[src/pkg/sab_map.vh]
// Constants for the serial EEPROM auto-boot loader.
`ifndef SAB_MAP_VH
`define SAB_MAP_VH

`define SAB_CLK_PERIOD_NS 10
`define SAB_SCLK_HALF_NS 500
`define SAB_SCLK_HALF_CYC 8'h32
`define SAB_STRAP_SETTLE 3'h6

`define SAB_READ_OPCODE 8'h03
`define SAB_START_ADDR 8'h00
`define SAB_TX_BITS 4'hF
`define SAB_RX_BITS 3'h7

`define SAB_WR_CLASS 2'h1
`define SAB_CMD_PAGE 8'h7E
`define SAB_CMD_OPMODE 8'h60
`define SAB_CMD_IGAIN 8'h42
`define SAB_CMD_MASK 8'h74
`define SAB_CMD_CTRL 8'h78
`define SAB_PAGE0 5'h00
`define SAB_PAGE1 5'h01
`define SAB_STOP_POS 8

`define SAB_PAGE_RST 5'h00
`define SAB_OPMODE_RST 24'h000000
`define SAB_IGAIN_RST 24'h000000
`define SAB_MASK_RST 24'h000000
`define SAB_CTRL_RST 24'h000000

`endif

[src/rtl/sab_sync.v]
// Three-stage synchroniser that accepts a change once stages two and three agree.
`timescale 1ns/1ps
module sab_sync (
	input wire clk_sys, // System clock.
	input wire nrst, // Asynchronous reset, active low.
	input wire din, // Asynchronous input.
	output reg dout // Filtered, synchronised level.
);
	reg s1;
	reg s2;
	reg s3;

	always @(posedge clk_sys or negedge nrst) begin
		if (!nrst) begin
			s1 <= 1'b0;
			s2 <= 1'b0;
			s3 <= 1'b0;
			dout <= 1'b0;
		end else begin
			s1 <= din;
			s2 <= s1;
			s3 <= s2;
			if (s2 == s3) begin
				dout <= s3;
			end
		end
	end
endmodule // sab_sync

[src/rtl/sab_fifo2.v]
// Two-entry byte buffer with valid and ready on both sides.
`timescale 1ns/1ps
module sab_fifo2 (
	input wire clk_sys, // System clock.
	input wire nrst, // Asynchronous reset, active low.
	input wire in_valid, // Writer offers a byte.
	output wire in_ready, // Buffer has room.
	input wire [7:0] in_data, // Byte offered.
	output wire out_valid, // Buffer holds a byte.
	input wire out_ready, // Reader takes the byte.
	output wire [7:0] out_data // Oldest byte.
);
	reg [7:0] mem [0:1];
	reg wr_ptr;
	reg rd_ptr;
	reg [1:0] count;
	wire push;
	wire pop;

	assign in_ready = (count != 2'h2);
	assign out_valid = (count != 2'h0);
	assign out_data = mem[rd_ptr];
	assign push = in_valid && in_ready;
	assign pop = out_valid && out_ready;

	always @(posedge clk_sys or negedge nrst) begin
		if (!nrst) begin
			mem[0] <= 8'h00;
			mem[1] <= 8'h00;
			wr_ptr <= 1'b0;
			rd_ptr <= 1'b0;
			count <= 2'h0;
		end else begin
			if (push) begin
				mem[wr_ptr] <= in_data;
				wr_ptr <= ~wr_ptr;
			end
			if (pop) begin
				rd_ptr <= ~rd_ptr;
			end
			if (push && !pop) begin
				count <= count + 2'h1;
			end else if (pop && !push) begin
				count <= count - 2'h1;
			end
		end
	end
endmodule // sab_fifo2

[src/rtl/sab_loader.v]
// Auto-boot loader: masters a serial EEPROM and executes its command stream.
`timescale 1ns/1ps
`include "sab_map.vh"

// Summary of operation
// - High strap at reset selects boot mode, fetching commands from serial EEPROM.
// - In boot mode chip select and serial clock become driven outputs.
// - Load starts with chip select low, clock toggling, command shifted out.
// - First eight bits sent are the fixed read opcode 00000011.
// - Returned bytes are interpreted and override defaults of addressed registers.
// - Every fetched command is issued exactly as a host command would be.
// - A write is one command byte plus three data bytes, MSB first.
// - Page 1 command 60 writes the operation-mode register.
// - Page 1 command 42 writes the current-channel gain register.
// - Page 0 command 74 writes the interrupt mask register.
// - Page 0 command 78 with the STOP bit set ends fetching from the EEPROM.
module sab_loader (
	input wire clk_sys, // System clock, 100 MHz.
	input wire nrst, // Asynchronous reset, active low.
	input wire mode_strap_pin, // Boot mode strap, high selects boot.
	input wire serial_data_in_pin, // Serial data from the EEPROM.
	output reg chip_sel_n_o, // Chip select level, active low.
	output reg chip_sel_oe_n, // Chip select enable, low drives.
	output reg ser_clk_o, // Serial clock level.
	output reg ser_clk_oe_n, // Serial clock enable, low drives.
	output reg serial_data_out_pin, // Serial data toward the EEPROM.
	output reg boot_busy, // Boot load in progress.
	output reg boot_done, // Boot load ended by STOP.
	output reg host_slave_mode, // Serial port handed back to the host.
	output reg exec_valid, // Decoded command offered to the core.
	input wire exec_ready, // Core accepts the command.
	output reg [7:0] exec_cmd, // Command byte.
	output reg [23:0] exec_data, // Data word, zero for one-byte commands.
	output reg [4:0] exec_page, // Register page in force for the command.
	output reg [4:0] page, // Current register page.
	output reg [23:0] opmode_reg, // Operation-mode register.
	output reg [23:0] cur_gain_reg, // Current-channel gain register.
	output reg [23:0] int_mask_reg, // Interrupt mask register.
	output reg [23:0] control_reg // Control register.
);
	localparam [7:0] HALF = `SAB_SCLK_HALF_CYC;
	// Opcode and start address leave as one 16-bit header, MSB first.
	localparam [15:0] HEADER = {`SAB_READ_OPCODE, `SAB_START_ADDR};
	localparam [2:0] ST_SETTLE = 3'h0;
	localparam [2:0] ST_SEND = 3'h1;
	localparam [2:0] ST_READ = 3'h2;
	localparam [2:0] ST_DONE = 3'h3;
	localparam [2:0] ST_SLAVE = 3'h4;

	function is_write;
		input [7:0] c;
		begin
			is_write = (c[7:6] == `SAB_WR_CLASS);
		end
	endfunction

	// Apart from the page command, a register write lands only when page and command both match.
	function reg_hit;
		input [12:0] key;
		input [12:0] want;
		begin
			reg_hit = (key == want);
		end
	endfunction

	wire mode_s;
	wire din_s;
	wire fifo_in_ready;
	wire fifo_out_valid;
	wire [7:0] fifo_out_data;
	wire fifo_out_ready;
	wire pop;
	wire tick;
	wire run;
	wire [12:0] exec_key;

	reg [2:0] state;
	reg [2:0] settle_cnt;
	reg [7:0] div_cnt;
	reg [3:0] bit_cnt;
	reg [15:0] tx_sh;
	reg [7:0] rx_sh;
	reg byte_pend;
	reg stop_hit;
	reg [1:0] byte_idx;
	reg [7:0] cmd_hold;
	reg [15:0] data_sh;

	// Both pins cross from outside the clock domain. The strap is read once
	// per reset, so a bounce after the decision has no effect.
	sab_sync u_mode (
		.clk_sys(clk_sys),
		.nrst(nrst),
		.din(mode_strap_pin),
		.dout(mode_s)
	);

	sab_sync u_din (
		.clk_sys(clk_sys),
		.nrst(nrst),
		.din(serial_data_in_pin),
		.dout(din_s)
	);

	// A full buffer stops the serial clock between bytes, so the EEPROM
	// simply waits and no byte is lost while the core stalls.
	sab_fifo2 u_buf (
		.clk_sys(clk_sys),
		.nrst(nrst),
		.in_valid(byte_pend),
		.in_ready(fifo_in_ready),
		.in_data(rx_sh),
		.out_valid(fifo_out_valid),
		.out_ready(fifo_out_ready),
		.out_data(fifo_out_data)
	);

	assign tick = (div_cnt == HALF - 8'h01);
	// The divider pauses while a received byte is pending, at least one cycle per byte, which always
	// falls in a low phase, so the clock is stretched between bytes.
	assign run = (state == ST_SEND) || ((state == ST_READ) && !byte_pend);
	assign fifo_out_ready = (state == ST_READ) && !exec_valid && !stop_hit;
	assign pop = fifo_out_valid && fifo_out_ready;
	assign exec_key = {exec_page, exec_cmd};

	// Serial master: strap decision, opcode and address, byte reception.
	always @(posedge clk_sys or negedge nrst) begin
		if (!nrst) begin
			state <= ST_SETTLE;
			settle_cnt <= 3'h0;
			div_cnt <= 8'h00;
			bit_cnt <= 4'h0;
			tx_sh <= 16'h0000;
			rx_sh <= 8'h00;
			byte_pend <= 1'b0;
			chip_sel_n_o <= 1'b1;
			chip_sel_oe_n <= 1'b1;
			ser_clk_o <= 1'b0;
			ser_clk_oe_n <= 1'b1;
			serial_data_out_pin <= 1'b0;
			boot_busy <= 1'b0;
			boot_done <= 1'b0;
			host_slave_mode <= 1'b0;
		end else begin
			if (byte_pend && fifo_in_ready) begin
				byte_pend <= 1'b0;
			end
			if (run) begin
				div_cnt <= tick ? 8'h00 : div_cnt + 8'h01;
			end
			case (state)
				ST_SETTLE: begin
					// The strap is judged only after the synchroniser has settled.
					settle_cnt <= settle_cnt + 3'h1;
					if (settle_cnt == `SAB_STRAP_SETTLE) begin
						if (mode_s) begin
							state <= ST_SEND;
							chip_sel_oe_n <= 1'b0;
							ser_clk_oe_n <= 1'b0;
							chip_sel_n_o <= 1'b0;
							serial_data_out_pin <= HEADER[15];
							tx_sh <= {HEADER[14:0], 1'b0};
							boot_busy <= 1'b1;
						end else begin
							state <= ST_SLAVE;
							host_slave_mode <= 1'b1;
						end
					end
				end
				ST_SEND: begin
					if (tick) begin
						if (!ser_clk_o) begin
							ser_clk_o <= 1'b1;
						end else begin
							ser_clk_o <= 1'b0;
							serial_data_out_pin <= tx_sh[15];
							tx_sh <= {tx_sh[14:0], 1'b0};
							bit_cnt <= bit_cnt + 4'h1;
							if (bit_cnt == `SAB_TX_BITS) begin
								state <= ST_READ;
								bit_cnt <= 4'h0;
								// Data out rests low while bytes come back.
								serial_data_out_pin <= 1'b0;
							end
						end
					end
				end
				ST_READ: begin
					if (stop_hit) begin
						// Chip select rises at once; the enables follow a cycle
						// later, so the pin is never left floating while low.
						state <= ST_DONE;
						chip_sel_n_o <= 1'b1;
						ser_clk_o <= 1'b0;
					end else if (tick) begin
						if (!ser_clk_o) begin
							ser_clk_o <= 1'b1;
						end else begin
							// Sampled just before the falling edge, where the
							// EEPROM has held the bit for a full high phase.
							ser_clk_o <= 1'b0;
							rx_sh <= {rx_sh[6:0], din_s};
							bit_cnt <= bit_cnt + 4'h1;
							if (bit_cnt[2:0] == `SAB_RX_BITS) begin
								byte_pend <= 1'b1;
								bit_cnt <= 4'h0;
							end
						end
					end
				end
				ST_DONE: begin
					// Bytes still buffered or pending after STOP are dropped.
					byte_pend <= 1'b0;
					chip_sel_oe_n <= 1'b1;
					ser_clk_oe_n <= 1'b1;
					boot_busy <= 1'b0;
					boot_done <= 1'b1;
					host_slave_mode <= 1'b1;
					state <= ST_SLAVE;
				end
				ST_SLAVE: begin
					// The strap is not judged again until the next reset; the
					// host owns the port from here.
					state <= ST_SLAVE;
				end
				default: begin
					state <= ST_SETTLE;
				end
			endcase
		end
	end

	// Command parser and register update. One command is held at a time;
	// while the core stalls it, the buffer fills and the link stops, which
	// is the back-pressure the serial side relies on.
	always @(posedge clk_sys or negedge nrst) begin
		if (!nrst) begin
			byte_idx <= 2'h0;
			cmd_hold <= 8'h00;
			data_sh <= 16'h0000;
			stop_hit <= 1'b0;
			exec_valid <= 1'b0;
			exec_cmd <= 8'h00;
			exec_data <= 24'h000000;
			exec_page <= `SAB_PAGE_RST;
			page <= `SAB_PAGE_RST;
			opmode_reg <= `SAB_OPMODE_RST;
			cur_gain_reg <= `SAB_IGAIN_RST;
			int_mask_reg <= `SAB_MASK_RST;
			control_reg <= `SAB_CTRL_RST;
		end else begin
			if (pop) begin
				if (byte_idx == 2'h0) begin
					cmd_hold <= fifo_out_data;
					if (is_write(fifo_out_data)) begin
						byte_idx <= 2'h1;
					end else begin
						exec_valid <= 1'b1;
						exec_cmd <= fifo_out_data;
						exec_data <= 24'h000000;
						exec_page <= page;
					end
				end else begin
					data_sh <= {data_sh[7:0], fifo_out_data};
					if (byte_idx == 2'h3) begin
						byte_idx <= 2'h0;
						exec_valid <= 1'b1;
						exec_cmd <= cmd_hold;
						exec_data <= {data_sh, fifo_out_data};
						exec_page <= page;
					end else begin
						byte_idx <= byte_idx + 2'h1;
					end
				end
			end
			if (exec_valid && exec_ready) begin
				exec_valid <= 1'b0;
				if (exec_cmd == `SAB_CMD_PAGE) begin
					page <= exec_data[4:0];
				end
				if (reg_hit(exec_key, {`SAB_PAGE1, `SAB_CMD_OPMODE})) begin
					opmode_reg <= exec_data;
				end
				if (reg_hit(exec_key, {`SAB_PAGE1, `SAB_CMD_IGAIN})) begin
					cur_gain_reg <= exec_data;
				end
				if (reg_hit(exec_key, {`SAB_PAGE0, `SAB_CMD_MASK})) begin
					int_mask_reg <= exec_data;
				end
				// STOP counts only on page 0, where the control register
				// lives; the same code on another page is a plain write.
				if (reg_hit(exec_key, {`SAB_PAGE0, `SAB_CMD_CTRL})) begin
					control_reg <= exec_data;
					if (exec_data[`SAB_STOP_POS]) begin
						stop_hit <= 1'b1;
					end
				end
			end
		end
	end
endmodule // sab_loader

[config.mk]
export PLATFORM = sky130hd
export DESIGN_NAME = sab_loader
export DESIGN_NICKNAME = d
export VERILOG_FILES = /design/src/rtl/sab_sync.v /design/src/rtl/sab_fifo2.v /design/src/rtl/sab_loader.v
export VERILOG_INCLUDE_DIRS = /design/src /design/src/pkg
export SDC_FILE = /design/constraint.sdc
export NUM_CORES = 1
export LEC_CHECK = 0
export BUFFER_PORTS_ARGS = -buffer_cell sky130_fd_sc_hd__buf_2
export CAP_MARGIN = 30
export CORE_ASPECT_RATIO = 0.8
export CORE_MARGIN = 5
export CORE_UTILIZATION = 33
export CTS_CLUSTER_SIZE = 12
export DETAILED_ROUTE_END_ITERATION = 10
export PLACE_DENSITY_LB_ADDON = 0.08
export SYNTH_ARGS = -nofsm -noshare
export SYNTH_HDL_FRONTEND = slang
export SYNTH_SLANG_ARGS = --single-unit
[constraint.sdc]
create_clock -name clk_sys -period 4.4 [get_ports clk_sys]
set_input_delay 0.22 -clock clk_sys [delete_from_list [all_inputs] [get_ports clk_sys]]
set_output_delay 0.22 -clock clk_sys [all_outputs]
set_load 0.05 [all_outputs]
# After elaboration in Yosys (flattened, before gate mapping)
# Index checks and enable logic that the tools add are counted.
# W data, S select, Z words.
dict set report word_totals {
  regBits 244
  in_bits 5
  out_inout_bits 147
  elab_cells 202
}
dict set report op_classes {
  addsub 6
  n_lt_le_gt_ge 3
  n_eq_ne 31
  mux 71
  bitwise 6
  reduce_logical 45
}
# op n
set op_table {}
lappend op_table {{$mux W24} 3}
lappend op_table {{$mux W16} 4}
lappend op_table {{$mux W8} 8}
lappend op_table {{$pmux W16 S2} 1}
lappend op_table {{$mux W4} 7}
lappend op_table {{$eq A13 B7 Y1 const B} 2}
lappend op_table {{$eq A13 B9 Y1 const B} 2}
lappend op_table {{$mux W1} 23}
lappend op_table {{$ne A2 B2 Y1 const B} 10}
lappend op_table {{$mux W3} 6}
lappend op_table {{$bwmux W16} 1}
lappend op_table {{$reduce_and A2 Y1} 8}
lappend op_table {{$reduce_bool A2 Y1} 8}
lappend op_table {{$mux W5} 3}
lappend op_table {{$reduce_and A3 Y1} 5}
lappend op_table {{$pmux W1 S2} 7}
lappend op_table {{$pmux W3 S4} 1}
lappend op_table {{$mux W2} 5}
lappend op_table {{$reduce_and A5 Y1} 2}
lappend op_table {{$eq A3 B3 Y1 const B} 3}
lappend op_table {{$logic_and A1 B1 Y1} 9}
lappend op_table {{$add A8 B1 Y8 const B} 1}
lappend op_table {{$demux W8 S1} 1}
lappend op_table {{$eq A8 B6 Y1 const B} 1}
lappend op_table {{other kinds (26)} 41}

# Longest topological paths before layout
# Gate-level depths: netlist (run 1).
dict set report logic_depth {
  depth_word 9
  depth_mapped 8
  ltp_nobuf 7
}

# By module
# From an unflattened synthesis (run 1), not the netlist that was laid out.
dict set report unflattened {
  hier_cells 658
  area_unflattened_um2 9560.4
}
# mod n_inst cells_each area_per_inst_um2 seq_area_each_um2
set modules_own_cells {}
lappend modules_own_cells {sab_loader 1 588 8368.0 5182.5}
lappend modules_own_cells {sab_fifo2 1 60 969.7 500.5}
lappend modules_own_cells {sab_sync 2 5 111.4 100.1}

# Worst setup path before layout (run 1)
# No wires, ideal clock.
dict set report synth_timing {
  path_kind {register to register}
  start {register exec_page[1]}
  end {register control_reg[10]}
  setup_time_ps 125
  t_arrival_ps 2126
  required_ps 4275
  path_slack_ps 2149
  path_stages_with_launch 6
  n_path_buf 1
  synth_period_minus_slack_ps 2251
  path_cell_list {dfrtp_1 nor4_1 nand4_1 nor3b_2 buf_2 mux2_2}
}
dict set report synth_between {
  elab_chain_cells 2
}
# element line
set synth_lines {}
lappend synth_lines {{from (decl)} sab_loader.v:34} ;# output reg [4:0] exec_page,
lappend synth_lines {{from (signal assigned)} sab_loader.v:245} ;# exec_page <= `SAB_PAGE_RST;
lappend synth_lines {{from (signal assigned)} sab_loader.v:261} ;# exec_page <= page;
lappend synth_lines {{from (signal assigned)} sab_loader.v:270} ;# exec_page <= page;
lappend synth_lines {{$eq A13 B7 Y1} sab_loader.v:62} ;# reg_hit = (key == want);
lappend synth_lines {{$reduce_and A2 Y1 (no source line)} n/a}
lappend synth_lines {{to (signal assigned)} sab_loader.v:250} ;# control_reg <= `SAB_CTRL_RST;
lappend synth_lines {{to (signal assigned)} sab_loader.v:293} ;# control_reg <= exec_data;
lappend synth_lines {{to (decl)} sab_loader.v:39} ;# output reg [23:0] control_reg
# Every way passes these cells.
# A chain may end at the register's enable or synchronous reset.

# Worst setup path in the final report (run 1)
dict set report layout_timing {
  start {register state[1]}
  end {register exec_data[15]}
}
dict set report layout_between {
  elab_chain_cells 5
}
# element line
set layout_lines {}
lappend layout_lines {{from (decl)} sab_loader.v:77} ;# reg [2:0] state;
lappend layout_lines {{from (signal assigned)} sab_loader.v:129} ;# state <= ST_SETTLE;
lappend layout_lines {{from (signal assigned)} sab_loader.v:157} ;# state <= ST_SEND;
lappend layout_lines {{from (signal assigned)} sab_loader.v:165} ;# state <= ST_SLAVE;
lappend layout_lines {{$eq A3 B2 Y1} sab_loader.v:122} ;# assign fifo_out_ready = (state == ST_READ) && !exec_valid && !stop_hit;
lappend layout_lines {{$logic_and A1 B1 Y1 (2 in series)} sab_loader.v:122}
lappend layout_lines {{$logic_and A1 B1 Y1} sab_loader.v:123} ;# assign pop = fifo_out_valid && fifo_out_ready;
lappend layout_lines {{$reduce_and A3 Y1 (no source line)} n/a}
lappend layout_lines {{to (signal assigned)} sab_loader.v:269} ;# exec_data <= {data_sh, fifo_out_data};
lappend layout_lines {{to (decl)} sab_loader.v:33} ;# output reg [23:0] exec_data,
# Every way passes these cells.

==> results of run 1 <==
-- power groups by stage --
stage / sequential (W) / clock, W / combinational [W]
global placement: 0.00233 / 0 / 0.000261
global route: 0.00230 / 0.00244 / 0.000304
detailed placement: 0.00233 / 0 / 0.000271
finish: 0.00229 / 0.00227 / 0.000266
CTS: 0.00229 / 0.00236 / 0.000275
floorplan: 0.00231 / 0 / 0.000187
-- worst max-delay path, stage by stage, from the launching register on --
cell	delay, ps
dfrtp_1	650
or4b_4	580
nor3_4	170
buf_4	290
and2_1	590
a22o_1	230
-- cell usage in the layout (no fill, tap or decap), types with 3 or more instances in the layout --
master | Yosys | final
mux2i_1 | 12 | 12
or3_1 | 5 | 5
nor3b_4 | 0 | 4
nand2_1 | 36 | 36
clkbuf_1 | 14 | 5
o31ai_1 | 3 | 3
buf_2 | 15 | 150
nand2b_1 | 6 | 6
and3_1 | 4 | 4
nor2_1 | 35 | 35
o2bb2ai_1 | 7 | 7
bufinv_16 | 0 | 3
xor2_1 | 4 | 4
dfrtp_1 | 233 | 233
dlygate4sd3_1 | 0 | 3
mux2_4 | 6 | 6
o21bai_1 | 3 | 3
a22o_1 | 18 | 18
ha_1 | 10 | 10
clkbuf_16 | 0 | 26
buf_4 | 1 | 9
nand3_1 | 8 | 8
xnor2_1 | 5 | 5
a21oi_1 | 30 | 30
o21ai_0 | 21 | 21
clkbuf_8 | 0 | 9
nor3_1 | 4 | 4
inv_1 | 14 | 14
mux2_2 | 143 | 143
-- routing by layer --
layer | track usage | vias to the layer above | routed length, um
li1 | - | 2742 | -
met1 | 0.207 | 3030 | 10900
met2 | 0.219 | 128 | 10300
met3 | 0.0273 | 29 | 1310
met4 | 0.0249 | 0 | 362
met5 | 0 | - | 0
-- kinds of logic after synthesis --
family,Yosys count
adders and majority gates,12
muxes,161
DFF,235
xor gates and xnor gates,9
and+or+nand+nor,123
AOI/OAI and AO/OA,97
buffers and inverters,45
-- synthesized netlist by cell type (2+ instances only) --
library cell / instances / area, um2
nor2_1: 35 / 131
a31oi_1: 2 / 12.5
nor3_1: 4 / 20.0
nor3b_1: 2 / 15.0
maj3_1: 2 / 20.0
buf_2: 15 / 75.1
o2bb2ai_1: 7 / 61.3
o31ai_1: 3 / 22.5
nand4_1: 2 / 12.5
dfstp_2: 2 / 52.6
nand4bb_1: 2 / 22.5
nor3b_2: 4 / 50.1
o21bai_1: 3 / 22.5
dfrtp_1: 233 / 5830
nand2_1: 36 / 135
nor4_1: 2 / 12.5
xnor2_1: 5 / 43.8
a22o_1: 18 / 158
mux2_2: 143 / 1610
mux2_4: 6 / 90.1
or3_1: 5 / 31.3
nand3_1: 8 / 40.0
nor2b_1: 2 / 12.5
xor2_1: 4 / 35.0
mux2i_1: 12 / 120
inv_1: 14 / 52.6
and2_1: 2 / 12.5
clkbuf_1: 14 / 52.6
and3_1: 4 / 25.0
ha_1: 10 / 125
nand2b_1: 6 / 37.5
o21ai_0: 21 / 105
a21oi_1: 30 / 150
-- through the flow --
stage,util,hold slack [ps],area [um2],std cells
floorplan,-,-75.6,9450,682
global placement,0.376,324,10600,1181
detailed placement,0.377,321,10700,1182
CTS,0.410,15.7,11600,1231
global route,0.410,22.0,11600,1231
finish,0.410,38.8,11600,1231
-- how the worst max path moves through the flow --
stage,from,endpoint
after floorplan,exec_page[1],control_reg[10]
after detailed placement,state[1],exec_data[10]
after global placement,state[2],exec_data[21]
final,state[1],exec_data[15]
after global routing,state[1],exec_data[14]
after CTS,state[1],exec_data[15]
-- area by class of cell --
class                      count  area [um2]
sequential                   235        5880
inverter                      14        52.6
clock buffer                  40         793
tap                          370         463
timing repair buffer         164         883
multi-input combinational    402        3400
clock inverter                 6         116
fill                        2658       16700
==> results.py, run 1 <==
metrics = {
    "run_status": {
        "status": "complete, no violations",
    },
    "timing": {
        "tns_ps": 0,
        "fin_crit_sh": 0.585,
        "final_max_slew_viol_count": 0,
        "period_needed_ps": 2570,
        "finalWorstSetupSlack_ps": 1830,
        "tightest_slew_ps": 852,
        "relSlewSlack": 0.428,
        "setup_viol": 0,
        "grt_setup_unrepaired": "no",
        "final_hold_viol_count": 0,
        "timing.fmax_mhz": 388,
        "fin_skew_ps": 18.0,
    },
    "global_route": {
        "antenna_found_initial": 0,
        "overflow": 0,
        "grt_usage": 0.141,
        "grt_pass1_wl_um": 36600,
        "grt_max_degree": 103,
        "grt_pass1_vias": 6260,
    },
    "layout": {
        "final_net_count": 858,
        "n_antenna_cell": 0,
        "drive_gt1_frac": 0.425,
        "synthToLayoutAreaGrowth_pct": 22.7,
    },
    "logic_synthesis": {
        "synth_top_family_by_area": "multiplexers",
        "synth_xor_xnor_area_share": 0.00834,
        "ys_types": 57,
        "syn-instance-count": 682,
        "synthFlopType": "dfrtp_1",
        "syn-mean-instance-area_um2": 13.9,
        "ys_ff_latch": 235,
        "synth_mux_area_frac": 0.193,
        "synthAdderAreaFrac": 0.0154,
        "synth_fp_nets": 697,
        "synth-compound-area-share": 0.0712,
        "ys_seq_area_frac": 0.623,
        "synthSimpleGateAreaFrac": 0.0687,
        "synth.yosys.warnings": 0,
        "synth-async-reset-ratio": 1.00,
        "synth-edff-count": 0,
        "synth_area_um2": 9450,
    },
    "critical_path": {
        "arrival_ps": 3030,
        "crit_required_ps": 4860,
        "path_max_fanout": 26,
        "crit_path_start_kind": "flop",
        "timing.reg2reg.setup_slack_ps": 1830,
        "r2r_cells": 5,
        "r2r_end": "exec_data[15]",
        "setup.worst_path.class": "reg -> reg",
        "endpoint_kind": "flop",
        "reg2reg_from": "state[1]",
    },
    "place": {
        "portBuffers": 151,
        "dp_hpwl_um": 16000,
        "gp_congestion": 0.746,
        "place_ws_ps": 1830,
    },
    "pwr": {
        "finalPower_w": 0.00483,
        "pwr-share-seq": 0.475,
        "powerDensity_nw_per_um2": 416,
        "ir_drop_v": 0.000280,
        "p_clk_frac": 0.470,
        "switching_power_w": 0.00110,
        "p_sw_frac": 0.229,
        "p_leak_nw": 5.99,
        "combPwrFrac": 0.055,
        "p_int_w": 0.00372,
    },
    "detailed_routing": {
        "via_per_inst": 4.82,
        "wire_per_inst_um": 18.6,
        "routed-via-count": 5929,
        "firstDrtPassIters": 5,
        "detail-route-antenna-nets": 0,
        "routed_wl_um": 22900,
        "drtIter0Drc": 260,
        "drc": 0,
    },
    "floorplanning": {
        "dieWidth_um": 199,
        "die-area_um2": 32100,
        "start_util": 0.334,
        "io_pins": 152,
        "rows": 55,
        "coreArea_um2": 28300,
        "die_h_um": 161,
    },
    "clocking": {
        "postCtsSetupBuffers": 0,
        "cts.reportedPaths.clkPinSlew_ps": 60,
        "ctsResizeCount": 0,
        "cts.sinks": 235,
        "clk_path_buf_depth": 3,
        "h-tree-depth": 1,
        "clk_latency_ps": 530,
        "tritoncts": "yes",
        "cts_hold_buf": 3,
        "cts_buffers": 26,
        "clock_tree.root_cell": "clkbuf_16",
    },
    "min_path": {
        "hold_class": "in -> reg",
        "whs_path_depth": 3,
        "hold_start": "exec_ready",
        "hold_end": "exec_valid",
    },
    "job": {
        "cap_violations": 0,
    },
}
Power figures use the tool's default switching activity.
==> inputs of run 2 (changes only) <==
- clock period: 4.4 -> 2.39 ns (I/O delays scaled with it)
==> run 2 against run 1 <==
Against the previous run:
- sequential power up 82%
- worst hold slack worse by 11 ps
- global-route usage about the same
- combinational power up 120%
- maximum frequency up 18%
- cell count up 1.5%
- setup slack worse by 1600 ps
- first-iteration DRC count down 7.7%
- critical path depth up 1
- count of clock-buffer cells in the layout down 5
- clock skew down 6.5 ps
- non-clock buffer count up 21
- critical endpoint is now u_buf.count[1]
- largest cell class unchanged
- largest power group unchanged
- highest routed layer unchanged
==> results.py, run 2 (synthesis gave the netlist of run 1 again) <==
metrics = {
    "critical_path": {
        "setup.worst_path.class": "reg -> reg",
        "arrival_ps": 2630,
        "crit_required_ps": 2830,
        "crit_path_start_kind": "flop",
        "endpoint_kind": "flop",
        "path_max_fanout": 4,
    },
    "clocking": {
        "tritoncts": "yes",
        "cts.reportedPaths.clkPinSlew_ps": 60,
        "clock_tree.root_cell": "clkbuf_16",
        "clk_path_buf_depth": 3,
        "clk_latency_ps": 520,
        "h-tree-depth": 1,
        "cts_buffers": 26,
        "postCtsSetupBuffers": 0,
        "cts.sinks": 235,
    },
    "pwr": {
        "combPwrFrac": 0.069,
        "ir_drop_v": 0.000558,
        "p_sw_frac": 0.235,
        "p_int_w": 0.00662,
        "powerDensity_nw_per_um2": 737,
        "p_clk_frac": 0.450,
        "p_leak_nw": 6.07,
        "pwr-share-seq": 0.481,
        "switching_power_w": 0.00203,
    },
    "floorplanning": {
        "start_util": 0.334,
        "coreArea_um2": 28300,
        "io_pins": 152,
        "die_h_um": 161,
        "rows": 55,
        "die-area_um2": 32100,
        "dieWidth_um": 199,
    },
    "detailed_routing": {
        "firstDrtPassIters": 4,
        "routed_wl_um": 22900,
        "drc": 0,
        "drtIter0Drc": 240,
        "via_per_inst": 4.85,
        "routed-via-count": 6053,
        "wire_per_inst_um": 18.3,
        "detail-route-antenna-nets": 0,
    },
    "timing": {
        "fin_skew_ps": 11.5,
        "setup_viol": 0,
        "tns_ps": 0,
        "grt_setup_unrepaired": "no",
        "relSlewSlack": 0.635,
        "final_hold_viol_count": 0,
        "period_needed_ps": 2180,
        "tightest_slew_ps": 548,
        "fin_crit_sh": 0.914,
        "timing.fmax_mhz": 458,
        "final_max_slew_viol_count": 0,
        "finalWorstSetupSlack_ps": 206,
    },
    "layout": {
        "stdcell_area_um2": 11800,
        "synthToLayoutAreaGrowth_pct": 24.4,
        "drive_gt1_frac": 0.439,
        "mostFrequentLayoutCell": "dfrtp_1",
        "final_net_count": 879,
        "utilization": 0.415,
        "n_antenna_cell": 0,
        "final_cell_mix": "233 x dfrtp_1, 150 x buf_2, 143 x mux2_2, 36 x nand2_1, 35 x nor2_1",
    },
    "place": {
        "dp_hpwl_um": 16100,
        "place_ws_ps": 202,
        "gp_congestion": 0.760,
        "portBuffers": 151,
        "dpl_cell_area_um2": 10900,
    },
    "global_route": {
        "grt_pass1_vias": 6334,
        "antenna_found_initial": 0,
        "grt_usage": 0.141,
        "grt_pass1_wl_um": 36800,
        "overflow": 0,
        "grt_max_degree": 71,
    },
    "job": {
        "cap_violations": 0,
    },
    "min_path": {
        "hold_class": "in -> async",
    },
    "run_status": {
        "status": "complete, no violations",
    },
}
[run 2: path summary, 6_finish.rpt]
path	startpoint	to	slack (ps)	cells after the start
setup / recovery	state[0]	u_buf.count[1]	210	6
hold / removal	nrst	tx_sh[13]	30	2
setup reg to reg	state[0]	u_buf.count[1]	210	6
hold reg to reg	u_din.s1	u_din.s2	350	0
max in group asynchronous	nrst	cur_gain_reg[9]	1530	3
min in group clk_sys	mode_strap_pin	u_mode.s1	240	2
[run 2: cell type report]
cell class / count / area [um2]
Inverter: 14 / 52.6
Clock inverter: 8 / 67.6
Timing Repair Buffer: 185 / 1120
Tap cell: 370 / 463
Fill cell: 2694 / 16500
Multi-Input combinational cell: 402 / 3400
Sequential cell: 235 / 5880
Clock buffer: 35 / 766
[run 2: power groups by stage]
stage          clock network [W]  registers [W]  logic, W
2_1_floorplan                  0        0.00425  0.000344
3_3_place_gp                   0        0.00423  0.000584
3_5_place_dp                   0        0.00424  0.000601
4_1_cts                  0.00404        0.00417  0.000607
5_1_grt                  0.00418        0.00418  0.000679
6_report                 0.00389        0.00417  0.000598
[run 2: critical path, stage by stage, from the launching register on]
cell and delay (ps):
dfrtp_1 380, or4b_4 550, buf_4 170, or2_2 340, ha_1 340, nor2_1 150, xor2_1 170
[run 2: metal layers]
metal  vias up  GRT usage  wire, um
met2       122      0.215     10200
met1      3113      0.213     11200
met5         -          0         0
met4         0     0.0267       386
met3        27     0.0259      1160
li1       2791          -         -
[run 2: metrics by stage]
step,hold WS [ps],power (W),std cells
2_1_floorplan,-176,0.00460,682
3_3_place_gp,-20.9,0.00481,1202
3_5_place_dp,-19.0,0.00484,1202
4_1_cts,11.3,0.00881,1249
5_1_grt,29.2,0.00904,1249
6_report,27.9,0.00866,1249
[run 2: repair_timing]
item                                   in CTS  in global routing
endpoints found under the hold margin     236                  0
hold buffers                                4                  0
resized for setup                           0                  0
